### src/verilog/supply_supervisor_defines.vh
// Constants for the supply supervisor, reset and sleep controller
// Behaviour
// - Volatile mode: release processor pins below battery
// - Power-down interrupt pulse low at least 200 us
// - Volatile mode: interrupt floats below battery voltage
// - Volatile mode: resets active at supply trip
// - Volatile mode: resets held for reset period
// - Power-up: block low input until trip point
// - Interrupt ends on timeout or input recovery
// - Backed mode: silence after pulse until recovery
// - Backed mode: no reset at supply trip
// - Backed mode: pulse then hold interrupt high
// - Backed mode: reset starts at battery level
// - Backed mode: low input pulse during reset cancels reset
// - Strobe while input low gives new pulse
// - Backed mode: input recovery without trip gives watchdog reset
// - Write-protect at trip point, power-fail at battery level
// - Missing strobe within watchdog period resets
// - Sleep holds interrupt idle, reloads watchdog, stops comparator sampling
// - Pushbutton edge wakes, then watchdog reset
// - High wake/sleep control leaves sleep
// - Supply return above battery wakes device
// - Power loss in sleep: resets per mode
// - Three input samples 33 us apart trigger
`ifndef SUPPLY_SUPERVISOR_DEFINES_VH
`define SUPPLY_SUPERVISOR_DEFINES_VH
`define CLOCK_MHZ           50
`define SAMPLE_PERIOD_US    33
`define SAMPLE_CYCLES       (`SAMPLE_PERIOD_US * `CLOCK_MHZ)
`define SAMPLE_COUNT_NEEDED 3
`define PULSE_MIN_US        200
`define PULSE_CYCLES        (`PULSE_MIN_US * `CLOCK_MHZ)
`define RESET_ACTIVE_MS     100
`define RESET_CYCLES_DEF    (`RESET_ACTIVE_MS * 1000 * `CLOCK_MHZ)
`define WATCHDOG_MS         150
`define WATCHDOG_CYCLES_DEF (`WATCHDOG_MS * 1000 * `CLOCK_MHZ)
`define SLEEP_ENTRY_US      1
`define SLEEP_ENTRY_CYCLES  (`SLEEP_ENTRY_US * `CLOCK_MHZ)
`define TIMER_WIDTH         24
`endif

### src/verilog/sample_history.v
// Shift history of early-warning comparator samples
`timescale 1ns/1ps
`default_nettype none
module sample_history
(
	input  wire       clock,
	input  wire       rst,
	input  wire       take,
	input  wire       lowSample,
	input  wire       clear,
	output reg  [2:0] history
);
	// Shift in one sample per sample tick
	always @(posedge clock or posedge rst)
	begin
		if (rst)
			history <= 3'h0;
		else if (clear)
			history <= 3'h0;
		else if (take)
			history <= {history[1:0], lowSample};
	end
endmodule
`default_nettype wire

### src/verilog/supply_supervisor_reset_sleep.v
// Supply supervisor: interrupt, resets, write-protect, power fail, sleep
`timescale 1ns/1ps
`include "supply_supervisor_defines.vh"
`default_nettype none
module supply_supervisor_reset_sleep
#(
	parameter [23:0] RESET_CYCLES    = `RESET_CYCLES_DEF,
	parameter [23:0] WATCHDOG_CYCLES = `WATCHDOG_CYCLES_DEF
)
(
	input  wire clock,
	input  wire rst,
	input  wire mode_select,
	input  wire inputBelowThreshold,
	input  wire supplyAboveTrip,
	input  wire supplyAboveBattery,
	input  wire pushbutton_reset_n,
	input  wire watchdog_strobe_n,
	input  wire wake_sleep_control,
	input  wire chipEnableIn_n,
	output reg  interruptOut_n,
	output reg  interruptOutEnable,
	output reg  resetOut_n,
	output reg  resetOut,
	output reg  resetOutEnable,
	output reg  chip_enable_out_n,
	output reg  power_fail_out,
	output reg  power_fail_out_n,
	output reg  sleeping
);
	localparam [1:0] IDLE   = 2'h0;
	localparam [1:0] PULSE  = 2'h1;
	localparam [1:0] QUIET  = 2'h2;
	localparam [1:0] MUTED  = 2'h3;
	// Reload values, cut to the timer widths where they are used
	localparam [31:0] SAMPLE_RELOAD = `SAMPLE_CYCLES - 1;
	localparam [31:0] PULSE_LOAD    = `PULSE_CYCLES;
	// Count one less so a wake fall exactly on the delay is accepted
	localparam [31:0] SLEEP_LOAD    = `SLEEP_ENTRY_CYCLES - 1;

	// Saturating decrement shared by all timers except the sample divider
	function [23:0] countDown;
		input [23:0] value;
		begin
			countDown = (value == 24'h000000) ? value : value - 24'h000001;
		end
	endfunction

	reg  [1:0]  intState;
	reg  [15:0] pulseTimer;
	reg  [10:0] sampleTimer;
	reg  [23:0] resetTimer;
	reg  [23:0] watchdogTimer;
	reg  [7:0]  sleepTimer;
	reg         resetActive;
	reg         strobePrev;
	reg         buttonPrev;
	reg         wakePrev;
	reg         aboveBatteryPrev;
	reg         aboveTripPrev;
	reg         inputBelowPrev;
	reg         powerValid;
	reg         tripSeen;
	wire [2:0]  history;
	wire        sampleTick;
	wire        lowConfirmed;
	wire        strobeFall;
	wire        buttonFall;
	wire        wakeFall;
	wire        inputRise;
	wire        batteryRise;
	wire        tripFall;
	wire        backed;
	wire [23:0] next_pulseTimer;
	wire [23:0] next_sleepTimer;

	// Saturated next values of the short timers
	assign next_pulseTimer = countDown({8'h00, pulseTimer});
	assign next_sleepTimer = countDown({16'h0000, sleepTimer});
	assign backed      = mode_select;
	assign sampleTick  = (sampleTimer == 11'h000);
	assign strobeFall  = strobePrev & ~watchdog_strobe_n;
	assign buttonFall  = buttonPrev & ~pushbutton_reset_n;
	assign wakeFall    = wakePrev & ~wake_sleep_control;
	assign inputRise   = inputBelowPrev & ~inputBelowThreshold;
	assign batteryRise = ~aboveBatteryPrev & supplyAboveBattery;
	assign tripFall    = aboveTripPrev & ~supplyAboveTrip;
	// Three consecutive low samples, only once the supply reached trip
	assign lowConfirmed = (history == 3'h7) & tripSeen;

	sample_history u_history
	(
		.clock     (clock),
		.rst       (rst),
		.take      (sampleTick & ~sleeping),
		.lowSample (inputBelowThreshold),
		.clear     (~inputBelowThreshold | sleeping),
		.history   (history)
	);

	// Edge detection registers
	always @(posedge clock or posedge rst)
	begin
		if (rst)
		begin
			strobePrev       <= 1'b1;
			buttonPrev       <= 1'b1;
			wakePrev         <= 1'b0;
			aboveBatteryPrev <= 1'b0;
			aboveTripPrev    <= 1'b0;
			inputBelowPrev   <= 1'b0;
		end
		else
		begin
			strobePrev       <= watchdog_strobe_n;
			buttonPrev       <= pushbutton_reset_n;
			wakePrev         <= wake_sleep_control;
			aboveBatteryPrev <= supplyAboveBattery;
			aboveTripPrev    <= supplyAboveTrip;
			inputBelowPrev   <= inputBelowThreshold;
		end
	end

	// Sample clock divider for the comparator
	always @(posedge clock or posedge rst)
	begin
		if (rst)
			sampleTimer <= 11'h000;
		else if (sampleTick)
			sampleTimer <= SAMPLE_RELOAD[10:0];
		else
			sampleTimer <= sampleTimer - 11'h001;
	end

	// Power state: below battery clears trip gate and arms power-up
	always @(posedge clock or posedge rst)
	begin
		if (rst)
		begin
			powerValid <= 1'b0;
			tripSeen   <= 1'b0;
		end
		else
		begin
			powerValid <= supplyAboveBattery;
			if (!supplyAboveBattery)
				tripSeen <= 1'b0;
			else if (supplyAboveTrip)
				tripSeen <= 1'b1;
		end
	end

	// Sleep control: entry after strobe delay, exits by three sources
	always @(posedge clock or posedge rst)
	begin
		if (rst)
		begin
			sleeping   <= 1'b0;
			sleepTimer <= 8'h00;
		end
		else
		begin
			if (strobeFall)
				sleepTimer <= SLEEP_LOAD[7:0];
			else
				sleepTimer <= next_sleepTimer[7:0];
			if (sleeping && wake_sleep_control)
				sleeping <= 1'b0;
			else if (sleeping && buttonFall)
				sleeping <= 1'b0;
			else if (sleeping && batteryRise)
				sleeping <= 1'b0;
			else if (wakeFall && sleepTimer == 8'h00 && supplyAboveTrip)
				sleeping <= 1'b1;
		end
	end

	// Interrupt sequencer: pulse, quiet wait, muted after pulse
	always @(posedge clock or posedge rst)
	begin
		if (rst)
		begin
			intState   <= IDLE;
			pulseTimer <= 16'h0000;
		end
		else if (sleeping || !supplyAboveBattery)
		begin
			intState   <= IDLE;
			pulseTimer <= 16'h0000;
		end
		else
		begin
			case (intState)
				IDLE:
				begin
					if (lowConfirmed)
					begin
						intState   <= PULSE;
						pulseTimer <= PULSE_LOAD[15:0];
					end
				end
				PULSE:
				begin
					pulseTimer <= next_pulseTimer[15:0];
					if (!inputBelowThreshold)
						intState <= IDLE;
					else if (pulseTimer == 16'h0001)
						intState <= backed ? MUTED : QUIET;
				end
				QUIET, MUTED:
				begin
					if (!inputBelowThreshold)
						intState <= IDLE;
					else if (strobeFall)
					begin
						intState   <= PULSE;
						pulseTimer <= PULSE_LOAD[15:0];
					end
				end
				default:
					intState <= IDLE;
			endcase
		end
	end

	// Reset timer and watchdog
	always @(posedge clock or posedge rst)
	begin
		if (rst)
		begin
			resetActive   <= 1'b1;
			resetTimer    <= RESET_CYCLES;
			watchdogTimer <= WATCHDOG_CYCLES;
		end
		else if (!supplyAboveBattery)
		begin
			resetActive   <= ~backed;
			resetTimer    <= RESET_CYCLES;
			watchdogTimer <= WATCHDOG_CYCLES;
		end
		else if (batteryRise)
		begin
			resetActive <= 1'b1;
			resetTimer  <= RESET_CYCLES;
		end
		else if (!backed && !supplyAboveTrip)
		begin
			resetActive <= 1'b1;
			resetTimer  <= RESET_CYCLES;
		end
		else if (sleeping)
		begin
			resetActive   <= 1'b0;
			watchdogTimer <= WATCHDOG_CYCLES;
		end
		else if (resetActive)
		begin
			resetTimer    <= countDown(resetTimer);
			watchdogTimer <= WATCHDOG_CYCLES;
			if (backed && intState == PULSE)
				resetActive <= 1'b0;
			else if (resetTimer == 24'h000000)
				resetActive <= 1'b0;
		end
		else if (backed && inputRise && !tripFall)
		begin
			// Input recovery must end the muted wait, so it goes first
			resetActive <= 1'b1;
			resetTimer  <= RESET_CYCLES;
		end
		else if (intState == MUTED)
			watchdogTimer <= WATCHDOG_CYCLES;
		else if (strobeFall)
			watchdogTimer <= WATCHDOG_CYCLES;
		else if (watchdogTimer == 24'h000000)
		begin
			resetActive   <= 1'b1;
			resetTimer    <= RESET_CYCLES;
			watchdogTimer <= WATCHDOG_CYCLES;
		end
		else
			watchdogTimer <= countDown(watchdogTimer);
	end

	// Output drive and high-impedance control per mode
	always @(posedge clock or posedge rst)
	begin
		if (rst)
		begin
			interruptOut_n     <= 1'b1;
			interruptOutEnable <= 1'b0;
			resetOut_n         <= 1'b0;
			resetOut           <= 1'b1;
			resetOutEnable     <= 1'b0;
			chip_enable_out_n  <= 1'b1;
			power_fail_out     <= 1'b1;
			power_fail_out_n   <= 1'b0;
		end
		else
		begin
			interruptOut_n     <= ~(intState == PULSE);
			interruptOutEnable <= powerValid | backed;
			resetOut_n         <= ~resetActive;
			resetOut           <= resetActive;
			resetOutEnable     <= powerValid | backed;
			chip_enable_out_n  <= supplyAboveTrip ? chipEnableIn_n
				: 1'b1;
			power_fail_out     <= ~supplyAboveBattery;
			power_fail_out_n   <= supplyAboveBattery;
		end
	end
endmodule
`default_nettype wire

### config.mk
export PLATFORM = sky130hd
export DESIGN_NAME = supply_supervisor_reset_sleep
export DESIGN_NICKNAME = d
export VERILOG_FILES = /design/src/verilog/sample_history.v /design/src/verilog/supply_supervisor_reset_sleep.v
export VERILOG_INCLUDE_DIRS = /design/src /design/src/verilog
export SDC_FILE = /design/constraint.sdc
export NUM_CORES = 1
export LEC_CHECK = 0
export BUFFER_PORTS_ARGS = -buffer_cell sky130_fd_sc_hd__buf_4
export CORE_MARGIN = 5
export CORE_UTILIZATION = 45
export CTS_BUF_LIST = sky130_fd_sc_hd__clkbuf_4
export CTS_CLUSTER_SIZE = 25
export DETAILED_ROUTE_END_ITERATION = 6
export GPL_ROUTABILITY_DRIVEN = 1
export MAX_ROUTING_LAYER = met4
export PLACE_DENSITY = 0.63
export SYNTH_ARGS = -nofsm -noshare
export SYNTH_HDL_FRONTEND = slang
export SYNTH_SLANG_ARGS = --single-unit
### constraint.sdc
create_clock -name clock -period 3 [get_ports clock]
set_input_delay 0.15 -clock clock [delete_from_list [all_inputs] [get_ports clock]]
set_output_delay 0.15 -clock clock [all_outputs]
set_load 0.02 [all_outputs]
# [After elaboration in Yosys (flattened, before gate mapping)]
# Cells that the tools add are included.
[word_totals] out_inout_bits=9 inputBits=10 reg_bits=103
[op_classes] muxes=56 reduce_logical=27 bitwise_logic=21 addsub=5 n_eq_ne=21
[op_table] operator="2-to-1 mux 24 bit" count=19
[op_table] operator="2-to-1 mux 16 bit" count=5
[op_table] operator="logical NOT 24 bit" count=2
[op_table] operator="case mux 16 bit (3 select lines)" count=1
[op_table] operator="subtractor 24 x 1 -> 24 bit, second input constant" count=2
[op_table] operator="2-to-1 mux 1 bit" count=19
[op_table] operator="equality test 16 x 1 -> 1 bit, second input constant" count=1
[op_table] operator="logical NOT 16 bit" count=1
[op_table] operator="2-to-1 mux 8 bit" count=2
[op_table] operator="subtractor 16 x 1 -> 16 bit, second input constant" count=1
[op_table] operator="2-to-1 mux 2 bit" count=6
[op_table] operator="!= test 3 bit, second input constant" count=4
[op_table] operator="!= test 4 bit, second input constant" count=3
[op_table] operator="logical NOT 11 bit" count=1
[op_table] operator="2-to-1 mux 11 bit" count=1
[op_table] operator="inverter 1 bit" count=11
[op_table] operator="subtractor 11 x 1 -> 11 bit, second input constant" count=1
[op_table] operator="logical AND 1 bit" count=9
[op_table] operator="bitwise AND 1 bit" count=8
[op_table] operator="logical NOT 8 bit" count=1
[op_table] operator="!= test 2 bit, second input constant" count=4
[op_table] operator="subtractor 8 x 1 -> 8 bit, second input constant" count=1
[op_table] operator="2-to-1 mux 3 bit" count=2
[op_table] operator="!= test 6 x 1 -> 1 bit, second input constant" count=1
[op_table] operator="18 further kinds" count=24

# [Longest topological paths before layout]
# Gate-level depths: netlist of run 1.
[logic_depth] word_depth=10 ltp_mapped=8 mapped_depth_nobuf=7

# [By module]
# From an unflattened synthesis of run 1, not the netlist that was laid out.
[hier_totals] cells_unflattened=561 area_unflattened_um2=5412.7
[by_module_without_submodules] module="supply_supervisor_reset_sleep" cells_per_inst=551 seq_area_each_um2=2533.7 n_inst=1 area_per_inst_um2=5292.6
[by_module_without_submodules] module="sample_history" cells_per_inst=10 seq_area_each_um2=75.1 n_inst=1 area_per_inst_um2=120.1

# [Worst setup path after synthesis of run 1]
# OpenSTA, ideal clock, no wires.
[synth_path] kind="flip-flop to flip-flop" from="reg pulseTimer[10]" to="reg pulseTimer[1]" n_path_buf=1 slack_ns=0.567 setup_ns=0.125 t_arrival_ns=2.308 required_ns=2.875 stages_incl_launch_ff=7 cell_sequence="dfrtp_1 or4_4 or4_4 o31a_1 buf_6 nor2_8 mux2_4"
[synth_between] elab_chain_len=3
[synth_lines] item="start: declaration" line="supply_supervisor_reset_sleep.v:50" text="reg [15:0] pulseTimer;"
[synth_lines] item="start signal: assignment" line="supply_supervisor_reset_sleep.v:199" text="pulseTimer <= PULSE_LOAD[15:0];"
[synth_lines] item="start signal: assignment" line="supply_supervisor_reset_sleep.v:204" text="pulseTimer <= next_pulseTimer[15:0];"
[synth_lines] item="start signal: assignment" line="supply_supervisor_reset_sleep.v:217" text="pulseTimer <= PULSE_LOAD[15:0];"
[synth_lines] item="logical NOT 16 bit" line="supply_supervisor_reset_sleep.v:45" text="countDown = (value == 24'h000000) ? value : value - 24'h000001;"
[synth_lines] item="!= test 3 bit (no line)"
[synth_lines] item="AND reduction 4 bit (no line)"
# No other way between the ends.
# A chain may end at the register's enable or synchronous reset.

# [Worst setup path after layout of run 1]
[layout_path] from="reg pulseTimer[6]" to="reg pulseTimer[1]"
# The elaborated chain is that of the path after synthesis.

==> results.py, run 1 <==
metrics = {
    "global_route": {
        "grt.overflow.total": 0,
        "gr-usage-all-layers_pct": 18.7,
        "grt_pass1_vias": 4407,
        "antenna_found_initial": 0,
        "grt_pass1_wl_um": 21400,
        "grt_max_degree": 75,
    },
    "sta": {
        "setup_tns_ns": 0,
        "max_freq_mhz": 379,
        "relSlewSlack_pct": 15.8,
        "min_period_ns": 2.64,
        "finalHoldViolCount": 0,
        "setup_viol": 0,
        "worstMarginPinSlew_ns": 1.26,
        "rsz0062_at_grt": "no",
        "skew_ns": 0.0121,
        "timing.final.crit_share_pct": 88.1,
        "slew_viol_final": 0,
    },
    "cells_and_area": {
        "multi_input_area_mm2": 0.00268,
        "area_growth_pct": 11.6,
        "drive_gt1_share_pct": 17.2,
        "antennaDiodeCount": 0,
        "register_area_mm2": 0.00261,
        "fill_cells": 1094,
        "fin_nets": 630,
    },
    "synthesis": {
        "yosys-top-cells-count": "dfrtp_1 (78), nor2_1 (59), nand2_1 (51)",
        "netlist_area_mm2": 0.00547,
        "synth.avg_cell_area_um2": 9.45,
        "yosysTopAreaCell": "dfrtp_1",
        "synth_area_leaders": "dfrtp_1 (36%), dfstp_2 (12%), nor2_1 (4.0%)",
        "ys.warnings.count": 0,
        "async_flop_share_pct": 100,
        "synthCells": 579,
        "synth_cell_types": 72,
        "yosysMostFrequentCell": "dfrtp_1",
        "netlist.area_leader.share_pct": 35.7,
        "synth_seq_area_share_pct": 47.7,
        "synthesis.nets": 597,
        "synth_enable_flop_cells": 0,
        "ys_seq_elements": 103,
        "ys.flop_type": "dfrtp_1",
    },
    "run_status": {
        "outcome": "complete, no violations",
    },
    "pwr": {
        "peakVddDrop_uv": 351,
        "power_mw": 3.95,
        "p_per_area_mw_per_mm2": 648,
        "p_leak_nw": 2.50,
    },
    "worst_setup_path": {
        "critPathKind": "reg2reg",
        "cp_slowest_cell": "or4_1",
        "cpPeakStageDelay_ns": 0.63,
        "endpoint": "pulseTimer[1]",
        "cp_data_arrival_time_ns": 3.02,
        "rr_worst_depth": 5,
        "r2r_end": "pulseTimer[1]",
        "crit_required_ns": 3.38,
        "startpoint": "pulseTimer[6]",
        "critPathLaunchType": "register",
        "critPathCaptureType": "register",
        "crit_path_cell_trace": "or4_1 -> or4_4 -> o31a_1 -> nor2_8 -> mux2_4",
        "rr_startpoint": "pulseTimer[6]",
        "reg2reg_setup_slack_ns": 0.36,
        "cp_max_fo": 10,
    },
    "clock_tree": {
        "cts-root-buf": "clkbuf_4",
        "cts.clk_slew.worst_paths_ns": 0.15,
        "cts_made_buffers": 9,
        "clk_latency_ns": 0.47,
        "cts_tree": "built",
        "cts.sinks": 103,
        "cts.htree.levels": 3,
        "post-cts-setup-buffers": 0,
        "clockBufferDepth": 2,
    },
    "die": {
        "dieArea_mm2": 0.0145,
        "initial_core_util_pct": 45.7,
        "io-pin-count": 19,
        "core_mm2": 0.0120,
        "fp.dieW_um": 120,
        "die_h_um": 120,
        "rows": 40,
    },
    "flow_run": {
        "cap_violations": 0,
    },
    "detailed_routing": {
        "wire_per_inst_um": 16.3,
        "vias": 4521,
        "drt-initial-drc-count": 290,
        "viasPerCell": 5.92,
        "ant_nets": 0,
        "drt-total-wl_um": 12500,
        "drt-pass1-iter-count": 5,
        "drc_errors": 0,
    },
    "hold_path": {
        "worstHoldStart": "wake_sleep_control",
        "min_path_type": "in2reg",
    },
    "placement": {
        "hpwl_um": 8560,
        "gp_congestion": 0.863,
        "io_buffer_count": 18,
    },
}
==> layout by cell type, fill, tap and decap left out, drive strengths merged, types with 7 or more instances in the layout <==
master and count:
nand3 17, clkbuf 10, a21o 9, dfstp 25
or4 12, o31ai 9, nor2 60, inv 21
a31oi 7, a21oi 25, dfrtp 78, or3 12
buf 36, xnor2 25, o21ai 37, ha 8
dlygate4sd3 9, nor4 24, nand2 51, nor3 30
==> kinds of logic (layout without fill, tap and decap cells) <==
| family | count (synthesis) | count (layout) | synth area share [%] |
|---|---|---|---|
| buffers and inverters | 44 | 82 | 3.25 |
| and+or+nand+nor | 253 | 253 | 24.5 |
| xor gates and xnor gates | 25 | 25 | 4.00 |
| muxes | 2 | 2 | 0.480 |
| adders and majority gates | 8 | 8 | 1.83 |
| DFF | 103 | 103 | 47.7 |
| AOI/OAI and AO/OA | 144 | 144 | 18.3 |
==> area by class of cell <==
class,instances,share of cell area (%)
multi-input cells,432,44.0
flip-flops and latches,103,42.7
repair buffers,45,5.90
well taps,147,3.01
clock inverters,6,1.80
inverters,21,1.33
clock buffers,10,1.23
==> power breakdown <==
part / internal (mW) / leakage (nW) / total (mW) / switching, mW
clock: 0.430 / 0.0942 / 0.896 / 0.466
sequential: 1.57 / 1.29 / 1.77 / 0.198
combinational: 0.521 / 1.12 / 1.29 / 0.767
total: 2.52 / 2.50 / 3.95 / 1.43
==> worst max-delay path, delay by kind of cell (launching register included) <==
family | cells | cell delay, ns
mux | 1 | 0.31
compound gates | 1 | 0.47
simple gates | 3 | 1.29
flops | 1 | 0.48
==> routing by layer <==
metal	wire, um	vias up	GRT usage, %	part of all wire, %
li1	-	2210	-	-
met1	5870	2190	24.5	47
met2	5810	104	28.9	47
met3	613	17	4.82	4.9
met4	180	0	5.67	1.4
met5	0	-	-	0
==> what timing repair did <==
item	in CTS	in global routing
hold endpoints to repair	77	0
gates resized for setup	0	0
hold buffers	9	0
==> sequential cells by signal, indices dropped and copies added, names as in the netlist <==
| signal | cells |
|---|---|
| aboveTripPrev | 1 |
| resetTimer | 24 |
| sleeping | 1 |
| chip_enable_out_n | 1 |
| u_history.history | 3 |
| wakePrev | 1 |
| tripSeen | 1 |
| resetOut | 1 |
| resetOut_n | 1 |
| sleepTimer | 8 |
| power_fail_out | 1 |
| strobePrev | 1 |
| pulseTimer | 16 |
| power_fail_out_n | 1 |
| resetActive | 1 |
| watchdogTimer | 24 |
| inputBelowPrev | 1 |
| resetOutEnable | 1 |
| interruptOut_n | 1 |
| sampleTimer | 11 |
| intState | 2 |
| buttonPrev | 1 |
==> through the flow <==
step / setup slack [ns] / util, % / hold slack (ns) / area (um2) / cells
6_report: 0.358 / 51.0 / 0.337 / 6100 / 764
4_1_cts: 0.367 / 51.0 / 0.295 / 6100 / 764
3_5_place_dp: 0.398 / 48.7 / 0.279 / 5830 / 739
3_3_place_gp: 0.420 / 48.7 / 0.277 / 5830 / 739
5_1_grt: 0.283 / 51.0 / 0.288 / 6100 / 764
2_1_floorplan: 0.188 / - / 0.154 / 5470 / 579
==> how the worst min path moves through the flow <==
stage            endpoint  slack [ns]  cells after the start
2_1_floorplan  buttonPrev        0.15                      0
3_3_place_gp   strobePrev        0.28                      1
3_5_place_dp     wakePrev        0.28                      1
4_1_cts        buttonPrev        0.30                      2
5_1_grt          wakePrev        0.29                      2
6_report         wakePrev        0.34                      2
Note: power is estimated with default switching activity, not from simulation.
==> run 2: changes to the inputs <==
==> constraint.sdc (replaced) <==
create_clock -name clock -period 3 [get_ports clock]
set_input_delay 0.3 -clock clock [delete_from_list [all_inputs] [get_ports clock]]
set_output_delay 0.3 -clock clock [all_outputs]
set_load 0.02 [all_outputs]
==> results.py, run 2 (same netlist as run 1, synthesis figures left out) <==
metrics = {
    "pwr": {
        "power_mw": 3.81,
        "p_sw_share_pct": 38.1,
        "switchingPower_mw": 1.45,
        "p_clk_share_pct": 19.7,
        "power_frac_seq_pct": 46.3,
        "peakVddDrop_uv": 297,
        "internal-power_mw": 2.36,
        "combinationalPowerShare_pct": 34.0,
        "p_leak_nw": 2.49,
        "p_per_area_mw_per_mm2": 627,
    },
    "detailed_routing": {
        "vias": 4498,
        "viasPerCell": 5.89,
        "drt-initial-drc-count": 365,
        "ant_nets": 0,
        "drc_errors": 0,
        "drt-pass1-iter-count": 5,
        "wire_per_inst_um": 16.4,
        "drt-total-wl_um": 12600,
    },
    "cells_and_area": {
        "register_area_mm2": 0.00261,
        "multi_input_area_mm2": 0.00268,
        "postLayoutCoreUtil_pct": 50.8,
        "layout_top_registers": "resetTimer (24), watchdogTimer (24), pulseTimer (16)",
        "fill_cells": 1130,
        "drive_gt1_share_pct": 17.5,
        "final_common_cell": "dfrtp_1",
        "final_cell_mix": "dfrtp_1 (78), nor2_1 (59), nand2_1 (51), o21ai_0 (36), buf_4 (36)",
        "fin_nets": 630,
        "area_growth_pct": 11.0,
        "antennaDiodeCount": 0,
    },
    "die": {
        "rows": 40,
        "initial_core_util_pct": 45.7,
        "die_h_um": 120,
        "dieArea_mm2": 0.0145,
        "fp.dieW_um": 120,
        "core_mm2": 0.0120,
        "io-pin-count": 19,
    },
    "worst_setup_path": {
        "rr_worst_depth": 5,
        "cp_data_arrival_time_ns": 3.05,
        "critPathCaptureType": "register",
        "crit_required_ns": 3.39,
        "cp_max_fo": 10,
        "critPathKind": "reg2reg",
        "critPathLaunchType": "register",
    },
    "global_route": {
        "grt.overflow.total": 0,
        "gr-usage-all-layers_pct": 18.9,
        "antenna_found_initial": 0,
        "grt_max_degree": 62,
        "grt_pass1_vias": 4466,
        "grt_pass1_wl_um": 21700,
    },
    "sta": {
        "holdWs_ns": 0.0796,
        "finalWorstSetupSlack_ns": 0.345,
        "worstMarginPinSlew_ns": 1.22,
        "relSlewSlack_pct": 18.1,
        "setup_tns_ns": 0,
        "max_freq_mhz": 377,
        "timing.final.crit_share_pct": 88.5,
        "slew_viol_final": 0,
        "min_period_ns": 2.65,
        "finalHoldViolCount": 0,
        "skew_ns": 0.0254,
        "setup_viol": 0,
        "rsz0062_at_grt": "no",
    },
    "run_status": {
        "outcome": "complete, no violations",
    },
    "clock_tree": {
        "clk_latency_ns": 0.48,
        "cts.sinks": 103,
        "cts.clk_slew.worst_paths_ns": 0.17,
        "cts_tree": "built",
        "cts-root-buf": "clkbuf_4",
        "cts.htree.levels": 3,
        "cts_made_buffers": 9,
        "post-cts-setup-buffers": 0,
        "clockBufferDepth": 2,
    },
    "flow_run": {
        "cap_violations": 0,
    },
    "hold_path": {
        "min_delay_path_depth": 2,
        "min_path_type": "in2reg",
    },
    "placement": {
        "dp_slack_ns": 0.381,
        "hpwl_um": 8590,
        "gp_congestion": 0.873,
        "io_buffer_count": 18,
    },
}
run 2: final timing paths:
kind,end,startpoint,slack [ns]
setup / recovery,pulseTimer[1],pulseTimer[6],0.35
hold / removal,resetOutEnable,mode_select,0.08
setup reg to reg,pulseTimer[1],pulseTimer[6],0.35
hold reg to reg,resetOut,resetActive,0.49
max in group asynchronous,watchdogTimer[6],rst,1.70
min in group asynchronous,sampleTimer[9],rst,0.51
run 2: what timing repair did:
action / in CTS / in global routing
gates resized for setup: 0 / 0
hold endpoints to repair: 57 / 0
endpoints found under the setup margin: 0 / 0
hold buffers: 8 / 0
run 2: power groups by stage:
stage	logic, mW	registers (mW)	clock network (mW)
floorplan	0.962	1.75	0
global route	1.45	1.80	0.855
CTS	1.29	1.76	0.794
global placement	1.25	1.78	0
finish	1.29	1.77	0.751
detailed placement	1.27	1.79	0
run 2: area by class of cell:
type / instances / area share [%]
Clock inverter: 7 / 1.28
Sequential cell: 103 / 43.0
Inverter: 21 / 1.34
Clock buffer: 9 / 1.11
Multi-Input combinational cell: 432 / 44.2
Tap cell: 147 / 3.03
Timing Repair Buffer: 45 / 6.10
run 2: through the flow:
stage               instance area [um2]  cells
detailed placement                 5850    740
finish                             6070    764
global placement                   5850    740
CTS                                6070    764
global route                       6070    764
floorplan                          5470    579
run 2: worst max-delay path, stage by stage, from the launching register on:
cell and delay (ns):
dfrtp_1 0.47, or4_1 0.64, or4_4 0.48, o31a_1 0.48, nor2_8 0.20, mux2_4 0.31
run 2: per-layer routing:
| layer | GRT usage, % | routed length, um |
|---|---|---|
| met5 | - | 0 |
| met4 | 5.17 | 97 |
| met3 | 4.82 | 591 |
| met2 | 29.4 | 5920 |
| met1 | 24.9 | 5940 |
==> run 3: changes to the inputs <==
SLEW_MARGIN = 25   (was unset)
clock period = 2.2 ns   (was 3 ns; I/O delays follow)
==> results.py, run 3 (same netlist as run 1, synthesis figures left out) <==
metrics = {
    "sta": {
        "setup_tns_ns": -0.707,
        "min_period_ns": 2.29,
        "relSlewSlack_pct": 61.7,
        "slew_viol_final": 0,
        "worstMarginPinSlew_ns": 0.570,
        "setup_viol": 14,
        "finalWorstSetupSlack_ns": -0.0905,
        "skew_ns": 0.0198,
        "rsz0062_at_grt": "yes",
        "timing.final.crit_share_pct": 104,
        "max_freq_mhz": 437,
        "finalHoldViolCount": 0,
    },
    "placement": {
        "hpwl_um": 9410,
        "io_buffer_count": 18,
        "gp_congestion": 0.874,
        "placedCellCount": 792,
    },
    "clock_tree": {
        "cts.clk_slew.worst_paths_ns": 0.17,
        "cts.sinks": 103,
        "cts.htree.levels": 3,
        "cts_made_buffers": 9,
        "clk_latency_ns": 0.48,
        "clockBufferDepth": 2,
        "cts_tree": "built",
        "cts-root-buf": "clkbuf_4",
    },
    "cells_and_area": {
        "fin_nets": 687,
        "antennaDiodeCount": 0,
        "final_common_cell": "buf_4",
        "drive_gt1_share_pct": 28.2,
        "area_growth_pct": 22.1,
        "final_cell_mix": "buf_4 (87), dfrtp_1 (78), nor2_1 (59), nand2_1 (50), o21ai_0 (33)",
        "layout_top_registers": "resetTimer (24), watchdogTimer (24), pulseTimer (16)",
        "layoutNonFillerInstCount": 821,
    },
    "worst_setup_path": {
        "cpPeakStageDelay_ns": 0.54,
        "critPathLaunchType": "register",
        "critPathCaptureType": "register",
        "critPathKind": "reg2reg",
        "crit_required_ns": 2.60,
        "rr_startpoint": "pulseTimer[8]",
        "cp_max_fo": 3,
        "startpoint": "pulseTimer[8]",
        "cp_slowest_cell": "or4_4",
        "crit_path_cell_trace": "or4_4 -> or4_4 -> o31a_1 -> nor2_8 -> mux2_4",
        "cp_data_arrival_time_ns": 2.69,
        "rr_worst_depth": 5,
        "cpMostUsedCell": "or4_4",
    },
    "detailed_routing": {
        "vias": 4845,
        "wire_per_inst_um": 16.7,
        "drt-initial-drc-count": 317,
        "drt-total-wl_um": 13700,
        "drc_errors": 0,
        "ant_nets": 0,
        "viasPerCell": 5.90,
        "drt-pass1-iter-count": 5,
    },
    "global_route": {
        "gr-usage-all-layers_pct": 19.9,
        "grt.overflow.total": 0,
        "grt_pass1_vias": 4698,
        "grt_max_degree": 67,
        "antenna_found_initial": 0,
        "grt_pass1_wl_um": 22800,
    },
    "pwr": {
        "p_leak_nw": 2.88,
        "p_per_area_mw_per_mm2": 867,
        "peakVddDrop_uv": 402,
    },
    "run_status": {
        "outcome": "finished, violations left",
        "violations": "setup timing",
    },
    "die": {
        "die_h_um": 120,
        "io-pin-count": 19,
        "core_mm2": 0.0120,
        "dieArea_mm2": 0.0145,
        "rows": 40,
        "fp.dieW_um": 120,
        "initial_core_util_pct": 45.7,
    },
    "hold_path": {
        "min_path_type": "in2async",
    },
    "flow_run": {
        "cap_violations": 0,
    },
}
## run 3: cell count changes in the layout (fill, tap and decap cells not counted), moves of 3 or more
cell | before | now
buf_6 | 0 | 3
nor4_2 | 0 | 3
buf_4 | 36 | 87
o21ai_0 | 36 | 33
a21oi_1 | 25 | 22
or4_4 | 2 | 10
nor4_1 | 24 | 21
or4_1 | 10 | 2
## run 3: path summary, 6_finish.rpt
check	slack (ns)	endpoint
max	-0.09	pulseTimer[1]
max reg2reg	-0.09	pulseTimer[1]
max in group asynchronous	1.18	watchdogTimer[17]
min in group clock	0.39	wakePrev
min	0.28	pulseTimer[3]
min reg2reg	0.52	watchdogTimer[1]
## run 3: timing repair
item,4_1_cts,5_1_grt
endpoints found under the hold margin,28,0
resized for setup,15,18
setup buffers,3,0
pin swaps,7,7
endpoints found under the setup margin,25,49
hold buffers,9,0
cloned,1,0
## run 3: critical path, delay by kind of cell (launching register included)
| family | cells | cell delay (ns) |
|---|---|---|
| AO/OA/AOI/OAI | 1 | 0.35 |
| multiplexers | 1 | 0.30 |
| AND/OR/NAND/NOR | 3 | 1.16 |
| flip-flops | 1 | 0.41 |
## run 3: where the power goes
part	switching, mW	internal [mW]
logic	1.30	1.10
clock network	0.666	0.370
registers	0.214	2.14
total	2.18	3.61
## run 3: area by class of cell
| class | count | area [um2] |
|---|---|---|
| fillers | 1067 | 5280 |
| multi-input cells | 433 | 2840 |
| flip-flops and latches | 103 | 2610 |
| repair buffers | 101 | 817 |
| well taps | 147 | 184 |
| inverters | 21 | 82.6 |
| clock buffers | 10 | 75.1 |
| clock inverters | 6 | 70.1 |
## run 3: per-layer routing
| metal | track usage [%] | share of wire, % | vias to the layer above |
|---|---|---|---|
| li1 | - | - | 2320 |
| met1 | 25.6 | 46 | 2416 |
| met2 | 31.9 | 49 | 94 |
| met3 | 4.58 | 3.6 | 15 |
| met4 | 5.59 | 1.3 | 0 |
| met5 | - | 0 | - |
## run 3: stage by stage
| step | power, mW | setup WS [ns] | hold WS [ns] | utilization [%] | instance area, um2 |
|---|---|---|---|---|---|
| after detailed placement | 4.59 | -0.101 | 0.268 | 52.4 | 6270 |
| after global placement | 4.53 | -0.0856 | 0.258 | 52.4 | 6270 |
| final | 5.79 | -0.0905 | 0.278 | 55.9 | 6680 |
| after global routing | 6.17 | -0.176 | 0.257 | 55.9 | 6680 |
| after CTS | 5.77 | -0.106 | 0.262 | 55.1 | 6590 |
| after floorplan | 3.72 | -0.166 | 0.224 | - | 5500 |
